### src/hdl/tgac_pkg.sv
// package of constants and types for the gated asynchronous counter
package tgac_pkg;

    //------------------------------------------------------------
    // register map
    //------------------------------------------------------------
    localparam logic [3:0] ADDR_CTRL    = 4'h0;  // counter_control_reg
    localparam logic [3:0] ADDR_GATE    = 4'h1;  // gate_control_reg
    localparam logic [3:0] ADDR_CNT_LO  = 4'h2;  // count_low_byte
    localparam logic [3:0] ADDR_CNT_HI  = 4'h3;  // count_high_byte
    localparam logic [3:0] ADDR_WDOG    = 4'h4;  // watchdog prescaler
    localparam logic [3:0] ADDR_STATUS  = 4'h5;  // status

    // counter_control_reg fields
    localparam int CTRL_ON_BIT    = 0;
    localparam int CTRL_ASYNC_BIT = 2;
    // gate_control_reg fields
    localparam int GATE_SRC_LSB   = 0;
    localparam int GATE_TGL_BIT   = 5;
    localparam int GATE_POL_BIT   = 6;
    localparam int GATE_EN_BIT    = 7;
    // watchdog register fields
    localparam int WD_RATE_LSB    = 0;
    localparam int WD_ASSIGN_BIT  = 3;
    localparam int WD_FUSE_BIT    = 4;
    // status fields
    localparam int ST_WDOSC_BIT   = 0;
    localparam int ST_GATE_BIT    = 1;
    localparam int ST_TGL_BIT     = 2;
    localparam int ST_ASYNC_BIT   = 3;

    localparam logic [7:0]  RESET_BYTE   = 8'h00;
    localparam logic [7:0]  T0_TOP       = 8'hFF;
    localparam logic [7:0]  T2_ZERO      = 8'h00;
    localparam logic [15:0] COUNT_ZERO   = 16'h0000;
    localparam logic [15:0] COUNT_ONE    = 16'h0001;
    localparam logic [15:0] WD_BASE_TOP  = 16'h00FF; // last count of the base watchdog period of 256 cycles
    localparam logic [7:0]  WD_PRE_ONE   = 8'h01;

    //------------------------------------------------------------
    // gate source encoding
    //------------------------------------------------------------
    typedef enum logic [1:0] {
        TGAC_SRC_PIN   = 2'b00,
        TGAC_SRC_T0OVF = 2'b01,
        TGAC_SRC_T2MAT = 2'b10,
        TGAC_SRC_WDOG  = 2'b11
    } tgac_src_t;

    // register bus request
    typedef struct packed {
        logic [3:0] addr;
        logic [7:0] wdata;
        logic       wr;
        logic       rd;
    } tgac_bus_t;

    // gate control fields
    typedef struct packed {
        logic      enable;
        logic      polarity;
        logic      toggle;
        tgac_src_t source;
    } tgac_gate_t;

endpackage : tgac_pkg

### src/hdl/tgac_counter.sv
// 16-bit gated counter with asynchronous external count input
//------------------------------------------------------------
// Operation
// RULE1 - no-sync bit counts external edges without aligning to the internal clock
// RULE2 - async external counting keeps running in sleep; overflow wakes processor
// RULE3 - mode switches may drop or add one increment; acceptable
// RULE4 - byte reads during async counting return stable, untorn values
// RULE5 - software stops the counter before writing count bytes
// RULE6 - software allows for overflow between the two byte reads
// RULE7 - gate enable makes counting follow gate; polarity picks active level
// RULE8 - active gate increments on clock rise; inactive holds count
// RULE9 - source field: pin, eight-bit overflow, period match, watchdog overflow
// RULE10 - eight-bit timer roll FF to 00 gives rising pulse to gate
// RULE11 - period timer reset after match gives rising pulse to gate
// RULE12 - watchdog oscillator runs when gate enabled and source is watchdog
// RULE13 - gating watchdog never enables watchdog reset or wake by itself
// RULE14 - prescaler assign and rate bits still choose watchdog interval
// RULE15 - software accounts for watchdog clears and disables other wakes
// RULE16 - software uses toggle mode and setup sequence with watchdog gate
// RULE17 - toggle flip-flop changes on every rising edge of gate source
// RULE18 - toggle bit clear forces and holds flip-flop at zero
// RULE19 - software avoids enabling toggle while changing polarity
// RULE20 - off when on bit 0; always counts without gate; else gated
// RULE21 - toggle flip-flop and gate logic clear on reset
//------------------------------------------------------------
//
// Our own choices: the address map and the address-and-strobe port.
`timescale 1ns/1ps

module tgac_counter
    import tgac_pkg::*;
(
    // clock and reset
    input  wire logic       ref_clk,
    input  wire logic       reset,
    // register port
    input  wire logic [3:0] bus_addr,
    input  wire logic [7:0] bus_wdata,
    input  wire logic       bus_wr,
    input  wire logic       bus_rd,
    output logic      [7:0] bus_rdata,
    // count, gate, watchdog clear and sleep inputs
    input  wire logic       count_clk_in,
    input  wire logic       gate_input,
    input  wire logic [7:0] eight_bit_timer_count,
    input  wire logic [7:0] period_timer_count,
    input  wire logic       watchdog_clear_instr,
    input  wire logic       sleep_active,
    // status outputs
    output logic            overflow_pulse,
    output logic            wake_request,
    output logic            watchdog_osc_on,
    output logic            watchdog_reset_req
);

    //------------------------------------------------------------
    // control registers
    //------------------------------------------------------------
    tgac_bus_t  bus;
    logic       counter_on_bit;
    logic       async_select_bit;
    tgac_gate_t gate_ctl;
    logic       prescaler_assign_bit;
    logic [2:0] prescaler_rate_field;
    logic       watchdog_enable_fuse;

    assign bus = '{addr: bus_addr, wdata: bus_wdata, wr: bus_wr, rd: bus_rd};

    function automatic logic hit(input logic [3:0] a, input logic [3:0] target);
        return a == target;
    endfunction

    wire wr_ctrl = bus.wr && hit(bus.addr, ADDR_CTRL);
    wire wr_gate = bus.wr && hit(bus.addr, ADDR_GATE);
    wire wr_lo   = bus.wr && hit(bus.addr, ADDR_CNT_LO);
    wire wr_hi   = bus.wr && hit(bus.addr, ADDR_CNT_HI);
    wire wr_wdog = bus.wr && hit(bus.addr, ADDR_WDOG);

    // control register writes
    always_ff @(posedge ref_clk) begin
        if (reset) begin
            counter_on_bit       <= 1'b0;
            async_select_bit     <= 1'b0;
            gate_ctl             <= '{enable: 1'b0, polarity: 1'b0, toggle: 1'b0, source: TGAC_SRC_PIN}; // [RULE21]
            prescaler_assign_bit <= 1'b0;
            prescaler_rate_field <= 3'h0;
            watchdog_enable_fuse <= 1'b0;
        end else begin
            if (wr_ctrl) begin
                counter_on_bit   <= bus.wdata[CTRL_ON_BIT];
                async_select_bit <= bus.wdata[CTRL_ASYNC_BIT];
            end
            if (wr_gate) begin
                gate_ctl.enable   <= bus.wdata[GATE_EN_BIT];
                gate_ctl.polarity <= bus.wdata[GATE_POL_BIT];
                gate_ctl.toggle   <= bus.wdata[GATE_TGL_BIT];
                gate_ctl.source   <= tgac_src_t'(bus.wdata[GATE_SRC_LSB +: 2]);
            end
            if (wr_wdog) begin
                prescaler_rate_field <= bus.wdata[WD_RATE_LSB +: 3];
                prescaler_assign_bit <= bus.wdata[WD_ASSIGN_BIT];
                watchdog_enable_fuse <= bus.wdata[WD_FUSE_BIT];
            end
        end
    end

    //------------------------------------------------------------
    // internal gate pulse sources
    //------------------------------------------------------------
    logic [7:0] t0_prev;
    logic [7:0] t2_prev;
    always_ff @(posedge ref_clk) begin
        if (reset) begin
            t0_prev <= RESET_BYTE;
            t2_prev <= RESET_BYTE;
        end else begin
            t0_prev <= eight_bit_timer_count;
            t2_prev <= period_timer_count;
        end
    end
    wire t0_pulse = (t0_prev == T0_TOP) && (eight_bit_timer_count == RESET_BYTE);        // [RULE10]
    wire t2_pulse = (t2_prev != T2_ZERO) && (period_timer_count == T2_ZERO);             // [RULE11]

    //------------------------------------------------------------
    // watchdog oscillator, prescaler and counter
    //------------------------------------------------------------
    wire wd_gating = gate_ctl.enable && (gate_ctl.source == TGAC_SRC_WDOG);
    assign watchdog_osc_on = watchdog_enable_fuse || wd_gating;                          // [RULE12]
    logic [15:0] wd_count;
    logic [7:0]  wd_pre;
    // prescaler only divides the watchdog when assigned to it
    wire  [7:0]  wd_pre_top = prescaler_assign_bit ? 8'((WD_PRE_ONE << prescaler_rate_field) - 8'h01)
                                                   : RESET_BYTE;                         // [RULE14]
    wire         wd_tick    = (wd_count == WD_BASE_TOP) && (wd_pre == wd_pre_top);
    always_ff @(posedge ref_clk) begin
        if (reset || !watchdog_osc_on || watchdog_clear_instr) begin
            wd_count <= COUNT_ZERO;
            wd_pre   <= RESET_BYTE;
        end else if (wd_count == WD_BASE_TOP) begin
            wd_count <= COUNT_ZERO;
            wd_pre   <= (wd_pre == wd_pre_top) ? RESET_BYTE : 8'(wd_pre + 8'h01);
        end else begin
            wd_count <= 16'(wd_count + COUNT_ONE);
        end
    end
    // only the fuse arms the watchdog reset request
    assign watchdog_reset_req = wd_tick && watchdog_enable_fuse;                         // [RULE13]

    //------------------------------------------------------------
    // gate selection, polarity and toggle
    //------------------------------------------------------------
    logic src_level;
    always_comb begin
        unique case (gate_ctl.source)                                                    // [RULE9]
            TGAC_SRC_PIN:   src_level = gate_input;
            TGAC_SRC_T0OVF: src_level = t0_pulse;
            TGAC_SRC_T2MAT: src_level = t2_pulse;
            TGAC_SRC_WDOG:  src_level = wd_tick && wd_gating;                            // [RULE13]
        endcase
    end
    // polarity is applied before the toggle, so the toggling edge follows it
    wire  pol_level = gate_ctl.polarity ? src_level : !src_level;                        // [RULE7]
    logic pol_prev;
    logic toggle_ff;
    always_ff @(posedge ref_clk) begin
        if (reset) begin
            pol_prev  <= 1'b0;                                                           // [RULE21]
            toggle_ff <= 1'b0;                                                           // [RULE21]
        end else begin
            pol_prev  <= pol_level;
            if (!gate_ctl.toggle)
                toggle_ff <= 1'b0;                                                       // [RULE18]
            else if (pol_level && !pol_prev)
                toggle_ff <= !toggle_ff;                                                 // [RULE17]
        end
    end
    wire gate_active = gate_ctl.toggle ? toggle_ff : pol_level;                          // [RULE8]
    wire count_en    = counter_on_bit && (!gate_ctl.enable || gate_active);              // [RULE20]

    //------------------------------------------------------------
    // count edge: synchronous or direct
    //------------------------------------------------------------
    logic clk_s1;
    logic clk_s2;
    logic clk_s3;
    logic clk_raw_prev;
    always_ff @(posedge ref_clk) begin
        if (reset) begin
            clk_s1       <= 1'b0;
            clk_s2       <= 1'b0;
            clk_s3       <= 1'b0;
            clk_raw_prev <= 1'b0;
        end else begin
            clk_s1       <= count_clk_in;
            clk_s2       <= clk_s1;
            clk_s3       <= clk_s2;
            clk_raw_prev <= count_clk_in;
        end
    end
    // async path skips the synchroniser; a switch may lose or add one edge
    wire rise_sync  = clk_s2 && !clk_s3;
    wire rise_async = count_clk_in && !clk_raw_prev;                                     // [RULE1]
    wire count_edge = async_select_bit ? rise_async : rise_sync;                         // [RULE3]

    //------------------------------------------------------------
    // 16-bit counter and overflow
    //------------------------------------------------------------
    logic [15:0] count;
    wire         incr       = count_en && count_edge;                                    // [RULE8]
    wire  [15:0] next_count = 16'(count + COUNT_ONE);
    wire         count_full = &count;                                                    // next step rolls over
    always_ff @(posedge ref_clk) begin
        if (reset) begin
            count <= COUNT_ZERO;
        end else if (wr_lo) begin
            count[7:0] <= bus.wdata;
        end else if (wr_hi) begin
            count[15:8] <= bus.wdata;
        end else if (incr) begin
            count <= next_count;                                                         // [RULE2]
        end
    end
    // overflow is a one-cycle pulse; wake only in async mode asleep
    always_ff @(posedge ref_clk) begin
        if (reset) begin
            overflow_pulse <= 1'b0;
            wake_request   <= 1'b0;
        end else begin
            overflow_pulse <= incr && count_full;
            wake_request   <= incr && count_full && async_select_bit && sleep_active;    // [RULE2]
        end
    end

    //------------------------------------------------------------
    // read data, registered so bytes are never torn
    //------------------------------------------------------------
    logic [7:0] rd_mux;
    always_comb begin
        rd_mux = RESET_BYTE;
        unique case (bus.addr)
            ADDR_CTRL:   begin
                rd_mux[CTRL_ON_BIT]    = counter_on_bit;
                rd_mux[CTRL_ASYNC_BIT] = async_select_bit;
            end
            ADDR_GATE:   begin
                rd_mux[GATE_EN_BIT]             = gate_ctl.enable;
                rd_mux[GATE_POL_BIT]            = gate_ctl.polarity;
                rd_mux[GATE_TGL_BIT]            = gate_ctl.toggle;
                rd_mux[GATE_SRC_LSB +: 2]       = gate_ctl.source;
            end
            ADDR_CNT_LO: rd_mux = count[7:0];                                            // [RULE4]
            ADDR_CNT_HI: rd_mux = count[15:8];                                           // [RULE4]
            ADDR_WDOG:   begin
                rd_mux[WD_RATE_LSB +: 3] = prescaler_rate_field;
                rd_mux[WD_ASSIGN_BIT]    = prescaler_assign_bit;
                rd_mux[WD_FUSE_BIT]      = watchdog_enable_fuse;
            end
            ADDR_STATUS: begin
                rd_mux[ST_WDOSC_BIT] = watchdog_osc_on;
                rd_mux[ST_GATE_BIT]  = gate_active;
                rd_mux[ST_TGL_BIT]   = toggle_ff;
                rd_mux[ST_ASYNC_BIT] = async_select_bit;
            end
            default:     rd_mux = RESET_BYTE;
        endcase
    end
    always_ff @(posedge ref_clk) begin
        if (reset)
            bus_rdata <= RESET_BYTE;
        else if (bus.rd)
            bus_rdata <= rd_mux;
        else
            bus_rdata <= RESET_BYTE;
    end
endmodule // tgac_counter

### config.mk
export PLATFORM = sky130hd
export DESIGN_NAME = tgac_counter
export DESIGN_NICKNAME = d
export VERILOG_FILES = /design/src/hdl/tgac_pkg.sv /design/src/hdl/tgac_counter.sv
export SDC_FILE = /design/constraint.sdc
export NUM_CORES = 1
export LEC_CHECK = 0
export ABC_AREA = 1
export BUFFER_PORTS_ARGS = -buffer_cell sky130_fd_sc_hd__buf_4
export CORE_ASPECT_RATIO = 1.75
export CORE_MARGIN = 2
export CORE_UTILIZATION = 45
export CTS_BUF_LIST = sky130_fd_sc_hd__clkbuf_8
export CTS_CLUSTER_SIZE = 24
export DETAILED_ROUTE_END_ITERATION = 6
export HOLD_SLACK_MARGIN = 0.05
export MAX_ROUTING_LAYER = met4
export SLEW_MARGIN = 20
export SYNTH_ARGS = -nofsm -noshare
export SYNTH_HDL_FRONTEND = slang
export SYNTH_SLANG_ARGS = --single-unit
export TNS_END_PERCENT = 20
### constraint.sdc
create_clock -name ref_clk -period 6.6 [get_ports ref_clk]
set_clock_uncertainty 0.05 [all_clocks]
set_input_delay 0.99 -clock ref_clk [delete_from_list [all_inputs] [get_ports ref_clk]]
set_output_delay 0.99 -clock ref_clk [all_outputs]
set_load 0.02 [all_outputs]
==> results of run 1 <==
metrics by stage:
step	hold WS (ns)	std cells
2_1_floorplan	0.361	588
3_3_place_gp	0.375	742
3_5_place_dp	0.377	742
4_1_cts	0.391	758
5_1_grt	0.410	758
6_report	0.385	758
critical path, delay by kind of cell, from the launching register on:
family                   cells  cell delay, ns
adder cells (fa/ha/maj)      1            0.26
buffers and inverters        4            0.44
flip-flops                   1            0.57
AND/OR/NAND/NOR              9            0.87
power by group through the flow:
| stage | combinational [W] | sequential (W) | clock (W) |
|---|---|---|---|
| 2_1_floorplan | 0.0000433 | 0.000527 | 0 |
| 5_1_grt | 0.0000812 | 0.000519 | 0.000451 |
| 4_1_cts | 0.0000725 | 0.000517 | 0.000431 |
| 6_report | 0.0000723 | 0.000517 | 0.000420 |
| 3_5_place_dp | 0.0000722 | 0.000529 | 0 |
| 3_3_place_gp | 0.0000717 | 0.000529 | 0 |
routing by layer:
| layer | GRT usage | vias to the layer above | wire (um) | part of all wire |
|---|---|---|---|---|
| met2 | 0.403 | 94 | 5710 | 0.55 |
| li1 | - | 1991 | - | - |
| met4 | 0.165 | 0 | 555 | 0.053 |
| met1 | 0.208 | 1733 | 3860 | 0.37 |
| met5 | - | - | 0 | 0 |
| met3 | 0.0227 | 39 | 333 | 0.032 |
cell usage in the layout, fill, tap and decap left out, types with 5 or more instances in the layout:
cell                       Yosys  routed
sky130_fd_sc_hd__nor2_2        5       5
sky130_fd_sc_hd__nor4_1       12      12
sky130_fd_sc_hd__nand2_4       5       5
sky130_fd_sc_hd__nand4_1      13      13
sky130_fd_sc_hd__nand3_1      36      36
sky130_fd_sc_hd__o21ai_0      32      32
sky130_fd_sc_hd__buf_4         0      47
sky130_fd_sc_hd__nor2_1       86      86
sky130_fd_sc_hd__clkbuf_8      0       9
sky130_fd_sc_hd__o22ai_1       8       8
sky130_fd_sc_hd__nand2_2       6       6
sky130_fd_sc_hd__nand2_1      99      99
sky130_fd_sc_hd__dfxtp_1      83      83
sky130_fd_sc_hd__nor3_1       17      17
sky130_fd_sc_hd__inv_1        84      84
sky130_fd_sc_hd__a21oi_1      30      30
sky130_fd_sc_hd__xor2_1       13      13
sky130_fd_sc_hd__inv_2         9       9
final cells by class:
cell class                      count  area, um2
Clock buffer                        9        124
Fill cell                         952       4200
Inverter                           93        349
Clock inverter                      7        106
Tap cell                          120        150
Timing Repair Buffer               47        353
Sequential cell                    83       1660
Multi-Input combinational cell    399       2030
kinds of logic after synthesis:
kind of cell,count (synthesis),synth area share
adder cells (fa/ha/maj),4,0.0122
multiplexers,4,0.0106
buffers and inverters,106,0.103
AO/OA/AOI/OAI,83,0.111
AND/OR/NAND/NOR,294,0.330
XOR/XNOR,14,0.0298
flip-flops,83,0.404
how the worst min path moves through the flow:
| stage | slack (ns) | end | startpoint | depth (start not counted) |
|---|---|---|---|---|
| 2_1_floorplan | 0.36 | clk_s3 | clk_s2 | 2 |
| 3_3_place_gp | 0.38 | clk_s3 | clk_s2 | 2 |
| 3_5_place_dp | 0.38 | clk_s3 | clk_s2 | 2 |
| 4_1_cts | 0.39 | clk_s3 | clk_s2 | 2 |
| 5_1_grt | 0.41 | clk_s2 | clk_raw_prev | 2 |
| 6_report | 0.38 | clk_s2 | clk_raw_prev | 2 |
state kept, by name, summed over array words and instances, names as in the netlist, 3 cells and up:
name,count
t2_prev,8
t0_prev,8
wd_pre,8
wd_count,16
gate_ctl,5
prescaler_rate_field,3
count,16
bus_rdata,8
cell usage after synthesis, drive strengths merged:
cell type and n:
a2111oi 1, a211oi 2, a21oi 30, a221oi 3, a31oi 3, and3 1
buf 6, clkbuf 7, dfxtp 83, ha 4, inv 93, mux2 3
mux2i 1, nand2 110, nand3 39, nand3b 1, nand4 13, nor2 92
nor3 18, nor3b 3, nor4 12, o211ai 1, o21ai 34, o221ai 1
o22ai 8, or2 5, xnor2 1, xor2 13
==> results list, run 1 <==
- Status: completed
- In the routed layout, each cell is associated on average with a via count of about 5.1.
- Once detail routing completed, the nets flagged for antenna violations numbered 0.
- The worst pin sits at a relative slew slack of 0.357.
* Count of nets after finishing: ~670
- The initial utilization of the core area, before any placement, comes to 0.459.
* Largest area contributor in the netlist: sky130_fd_sc_hd__dfxtp_1
- Max-slew violation count: 0
* Part of the total power dissipated in the clock network: 0.416
- Dividing the synthesized area by the synthesized cell count gives between 7 and 8 um2.
- The repair_antennas step left the layout with diodes totalling 0.
- Core Area: about 0.009 mm2
* Maximum Capacitance Violations: 0
* Global-route congestion overflow total: 0
* Drt first pass iters: 4
* Final weighted congestion of routability-driven global placement: 0.997
- Summed area of non-filler cells in the final layout: approximately 0.0048 mm2
- Share of total power in combinational logic: 0.072
- Post-CTS timing repair inserted 0 buffers for setup.
* Post-cts resize count: 0
* Number of endpoints with negative hold slack in the final report: 0
- Power per cell area: between 200 and 250 mW/mm2
- Top area cells in the synthesized netlist: sky130_fd_sc_hd__dfxtp_1 (40%), sky130_fd_sc_hd__nand2_1 (9.0%), sky130_fd_sc_hd__nor2_1 (7.8%)
* Wire length of the first global-routing pass: about 16000 um
- The worst hold path belongs to the class reg2reg.
* Sw Pwr: around 0.00025 W
- After floorplanning, the core was divided into 46 placement rows.
- Power share of the sequential group: 0.513
* Vias in the first global route: approximately 3600
- Worst endpoint required time: approximately 5.6 ns
* 1st-iter DRT viols: ~120
- Number of antenna violations at the first check in global routing: 0
* H-tree Lvls: 3
* CTS buffer count: 9
- The internal power of the cells totals roughly 0.00076 W.
- Yosys printed 0 warnings.
- Setup violations remaining at the end of the flow were counted as 0.
- Synthesis instantiated 38 different standard cells from the library.
- For this design, the sink count on the clock tree is 83.
- In this run the static leakage power is ~2.1 nW.
- Die X: ~76 um
- For this block, the routed nets add up to roughly 10000 um of wire.
* Launching instance or port of the critical path: prescaler_rate_field[2]
- The critical path goes through inv_2 -> nand3_2 -> ha_1 -> nand4_1 -> nand2_1 -> inv_1 -> nand2_1 -> nand2_1 -> nand2_1 -> nand2_1 -> nor2_2 -> inv_1 -> nor3_1 -> buf_4.
* Post-route setup slack: 3.05 ns
- The number of nets in the synthesized netlist is about 630.
* Startpoint types: flip-flop
- In this run the cell area of the synthesized design comes to about 0.0041 mm2.
* Worst setup slack for register-to-register paths: roughly 3.8 ns
- Crit path max fanout: 10
- Longest individual stage delay on the worst path: 0.57 ns
- The worst register-to-register path ends at count[7].
- For the finished layout, the period the worst path requires is 3.55 ns.
* Io pins: 48
* Worst-path clk slew: 0.09 ns
- Across the VDD grid, the largest voltage drop is 0.102 mV.
- At the placement stage, the worst setup path has a slack of 3.42 ns.
* Clock Latency Late Sink: approximately 0.36 ns
- Largest net degree at the start of global routing: 33
- Unrepaired setup endpoints after global routing: false
- Element type at the critical path end: output port
- Share of post-route cells with drive strength above 1: 0.157
- Data arrives at the worst endpoint at 2.51 ns.
- The area growth from synthesis to layout is 16.0%.
- After routing, the total negative slack on setup checks comes to 0 ns.
- Detailed-route wire length per cell: ~14 um
* Register area share after synthesis: 0.404
* Category of the critical setup timing path: reg2out
- Measured on the finished design, the core utilization comes to 0.532.
- Most frequent cell on the critical path: sky130_fd_sc_hd__nand2_1
- Post-CTS Hold Fix Bufs: 0
- Launch instance of the worst register-to-register path: prescaler_rate_field[2]
* Number of cells produced by synthesis: ~590
* Clock Path Buffers: 2
- Synthesis inferred 83 register bits.
- The count of buffers added on input and output ports is 47.
- Vias: ~3900
* Max Fclk: around 280 MHz
- Chip height: approximately 130 um
- For this run, design rule violations remaining after detail routing come to 0.
- Total Routing Usage GR: 0.218
- TritonCTS built the clock tree.
- Post-place instance area: roughly 0.0045 mm2
- The slowest stage of the critical path belongs to the cell sky130_fd_sc_hd__dfxtp_1.
- Register-to-Register Path Depth: 22
* Share of Yosys cell area claimed by the top area cell type: 0.404
- Sum of internal, switching and leakage power: approximately 0.0010 W
* Proportion of total power due to net switching: 0.247
- Dividing the final minimum period by the clock period gives 0.537.
* CTS Root Cell: sky130_fd_sc_hd__clkbuf_8
* DIE AREA: between 0.009 and 0.01 mm2
- Slew at the pin with the worst max-slew slack: about 0.96 ns
* Placed wire-length estimate: ~8300 um
- Timing endpoint of the critical path: watchdog_reset_req
(Power assumes the default switching activity.)
==> run 2, diff against run 1 <==
--- a/config.mk
+++ b/config.mk
@@ -5,7 +5,7 @@
 export SDC_FILE = /design/constraint.sdc
 export NUM_CORES = 1
 export LEC_CHECK = 0
-export ABC_AREA = 1
+export ABC_AREA = 0
 export BUFFER_PORTS_ARGS = -buffer_cell sky130_fd_sc_hd__buf_4
 export CORE_ASPECT_RATIO = 1.75
 export CORE_MARGIN = 2
@@ -15,6 +15,7 @@
 export DETAILED_ROUTE_END_ITERATION = 6
 export HOLD_SLACK_MARGIN = 0.05
 export MAX_ROUTING_LAYER = met4
+export PLACE_DENSITY = 0.67
 export SLEW_MARGIN = 20
 export SYNTH_ARGS = -nofsm -noshare
 export SYNTH_HDL_FRONTEND = slang
==> constraint.sdc (replaced) <==
create_clock -name ref_clk -period 3 [get_ports ref_clk]
set_clock_uncertainty 0.05 [all_clocks]
set_input_delay 0.45 -clock ref_clk [delete_from_list [all_inputs] [get_ports ref_clk]]
set_output_delay 0.45 -clock ref_clk [all_outputs]
set_load 0.02 [all_outputs]
==> results list, run 2 <==
- Worst-path clk slew: roughly 0.09 ns
- Of the total power, combinational logic draws 0.076.
- Detailed-route wire length per cell: about 16 um
* Commonest non-fill, non-tap cell in the layout: sky130_fd_sc_hd__buf_4
* Number of flops mapped to enable cells by yosys: 0
- Counting stages on the worst path, the most repeated cell is sky130_fd_sc_hd__buf_6.
- Proportion of total power due to net switching: 0.259
- Core Rows: 45
- At the pin with the least slew margin, the transition time is between 0.9 and 1 ns.
- Kind of cell adding the most delay to the critical path: simple AND/OR/NAND/NOR gates
* Global-route congestion overflow total: 0
* Post-route setup slack: -0.335 ns
- The clock net in this run drives a total of 83 sinks.
- The number of global-route vias before repair is around 3900.
- For this run, the register share of the synthesized area comes to 0.411.
- Setup violations remaining at the end of the flow were counted as 20.
- The final layout contains about 600 nets.
- STA classifies the critical path endpoint as an output port.
- CTS tree: done
- Share of post-route cells with drive strength above 1: 0.282
- Largest net degree at the start of global routing: 48
- Proportion of register bits with asynchronous set or reset after synthesis: 0
- Buf+Inv Stages, Crit Path: 3
- Cell-internal power: between 0.0015 and 0.002 W
* 1st-iter DRT viols: approximately 210
* Final weighted congestion of routability-driven global placement: 0.978
- Top library cells by usage in the layout, fill and taps aside: sky130_fd_sc_hd__buf_4 (91), sky130_fd_sc_hd__dfxtp_1 (80), sky130_fd_sc_hd__nor2_1 (66)
* Maximum vdd ir drop: 0.373 mV
- Library cells used by synthesis: a little over 60
* Unrepaired setup endpoints after global routing: true
- On the final layout, the worst hold slack is between 0.2 and 0.25 ns.
* Number of antenna violations at the first check in global routing: 0
* Share of Yosys cell area claimed by the top area cell type: 0.411
- The slowest stage of the critical path belongs to the cell sky130_fd_sc_hd__or4_4.
- Placed wire-length estimate: approximately 8200 um
- Total Routing Usage GR: 0.246
* Vias: ~3900
- Area of all sequential standard cells: 0.00167 mm2
- Number of cells produced by synthesis: about 480
- Of the total power, registers draw 0.550.
* Ratio of final minimum period to clock period: 1.11
* Clock Path Buffers: 2
* Status: finished with violations
- The layout has just under 800 filler cells.
- Wirelength, routed: between 10000 and 15000 um
* #FFs+latches synth: between 80 and 90
- Startpoint types: flip-flop
* Worst endpoint required time: roughly 2.5 ns
- The multi-input combinational cells in the finished layout cover a total of about 0.0025 mm2.
* CTS buffer count: 9
- The Yosys step of the flow raised 0 warnings.
* Category of the critical setup timing path: reg2out
- The area growth from synthesis to layout is 29.9%.
* Most common flop cell mapped by yosys: sky130_fd_sc_hd__dfxtp_1
* Total DRC errors in the routed layout: 0
- The H-tree was split into 3 levels.
- For this configuration, the core starts out at a cell density of 0.463.
- Crit path max fanout: 4
- Max Fclk: ~300 MHz
* Count of port buffers added during placement: between 40 and 50
* Sw Pwr: around 0.00053 W
- Of the total power, the clock network draws 0.374.
- Measured against its own limit, the worst slew margin works out to 0.346.
- between 40 and 50 I/O pins were placed.
- Final antenna-violating net count: 0
- Data arrival time of the critical path: between 2 and 3 ns
- Top area cells in the synthesized netlist: sky130_fd_sc_hd__dfxtp_1 (41%), sky130_fd_sc_hd__nor2_1 (6.2%), sky130_fd_sc_hd__nor2b_1 (4.0%)
* Ordered list of cells on the worst path: nor3_4 -> inv_2 -> ha_4 -> xor2_1 -> nand4_1 -> o311a_1 -> or4_4 -> buf_6 -> nand2b_4 -> nor2_4 -> and2_4 -> buf_6
* Netlist area before placement: 0.00404 mm2
* Number of endpoints with negative hold slack in the final report: 0
- The total count of max-transition violations in the final report is 0.
* Via-per-instance ratio: between 5 and 6
* Most numerous cell in the Yosys netlist: sky130_fd_sc_hd__dfxtp_1
- After synthesis, the most frequently instantiated cells are sky130_fd_sc_hd__dfxtp_1 (83), sky130_fd_sc_hd__nor2_1 (67), sky130_fd_sc_hd__nand2_1 (37).
- Post-CTS Hold Fix Bufs: 0
- For this design the ratio of total power to cell area is between 300 and 400 mW/mm2.
* Post-synth net total: 519
* Clock Latency Late Sink: 0.38 ns
- In this run the static leakage power is a little over 2 nW.
- CTS Root Cell: sky130_fd_sc_hd__clkbuf_8
- Each instance of the synthesized netlist takes up on average between 8 and 9 um2.
- Chip height: approximately 130 um
- The first detailed-routing pass took 4 iterations.
* Registers with the highest flip-flop counts: count (16), wd_count (16)
* Wire length of the first global-routing pass: between 15000 and 20000 um
- The floorplan step defined a die boundary enclosing between 0.009 and 0.01 mm2.
- After floorplanning, the core was sized to cover slightly below 0.009 mm2.
- The min-delay analysis places its worst path in the category in2reg.
* Diodes inserted: 0
* Longest individual stage delay on the worst path: about 0.54 ns
- Maximum Capacitance Violations: 0
- Post-route minimum period: ~3.3 ns
- Sum of internal, switching and leakage power: 0.00205 W
- The final reports fail on setup timing.
- Die X: 75.7 um
- Before CTS, the worst setup slack after placement is -0.406 ns.
- The biggest area contributor in the post-synthesis netlist is sky130_fd_sc_hd__dfxtp_1.
[run 2: power groups by stage]
| stage | logic, W | registers [W] | clock network [W] |
|---|---|---|---|
| 6_report | 0.000157 | 0.00113 | 0.000768 |
| 5_1_grt | 0.000170 | 0.00113 | 0.000813 |
| 4_1_cts | 0.000152 | 0.00113 | 0.000782 |
| 3_5_place_dp | 0.000145 | 0.00116 | 0 |
| 3_3_place_gp | 0.000143 | 0.00116 | 0 |
| 2_1_floorplan | 0.0000756 | 0.00115 | 0 |
[run 2: per-stage QoR]
stage	cells	cell area [um2]	utilization	TNS, ns
3_5_place_dp	663	4800	0.550	-5.66
3_3_place_gp	663	4800	0.550	-4.86
4_1_cts	684	5160	0.591	-3.55
5_1_grt	685	5250	0.602	-7.01
6_report	685	5250	0.602	-4.18
2_1_floorplan	479	4100	-	-4.72
[run 2: metal layers]
layer  GRT usage  wire, um  vias up
li1            -         -     1896
met1       0.246      4300     1850
met2       0.421      5940      112
met3      0.0459       464       40
met4       0.161       551        0
met5           -         0        -
[run 2: cell type report]
cell class                 instances  share of cell area
multi-input combinational        364               0.469
inverter                           7             0.00500
tap                              117              0.0279
sequential                        83               0.318
clock inverter                     6             0.00882
clock buffer                      10              0.0262
timing repair buffer              98               0.145
[run 2: path summary, 6_finish.rpt]
kind | startpoint | to | slack, ns | depth (start not counted)
worst max-delay path | prescaler_rate_field[2] | watchdog_reset_req | -0.33 | 12
worst min-delay path | period_timer_count[2] | t2_prev[2] | 0.23 | 2
worst max register to register | prescaler_rate_field[2] | count[7] | -0.33 | 12
worst min register to register | clk_raw_prev | clk_s2 | 0.39 | 2
[run 2: cells by family (layout without fill, tap and decap cells)]
logic type,count (synthesis),count (layout),synth area share
adders and majority gates,4,4,0.0124
DFF,83,83,0.411
AOI/OAI and AO/OA,79,79,0.135
and+or+nand+nor,240,240,0.312
muxes,18,18,0.0486
buffers and inverters,32,121,0.0310
xor gates and xnor gates,23,23,0.0498
[run 2: repair_timing]
action / 4_1_cts / 5_1_grt
pin swaps: 16 / 6
resized for setup: 38 / 15
cloned: 1 / 0
buffers inserted: 4 / 1
setup endpoints to repair: 20 / 22
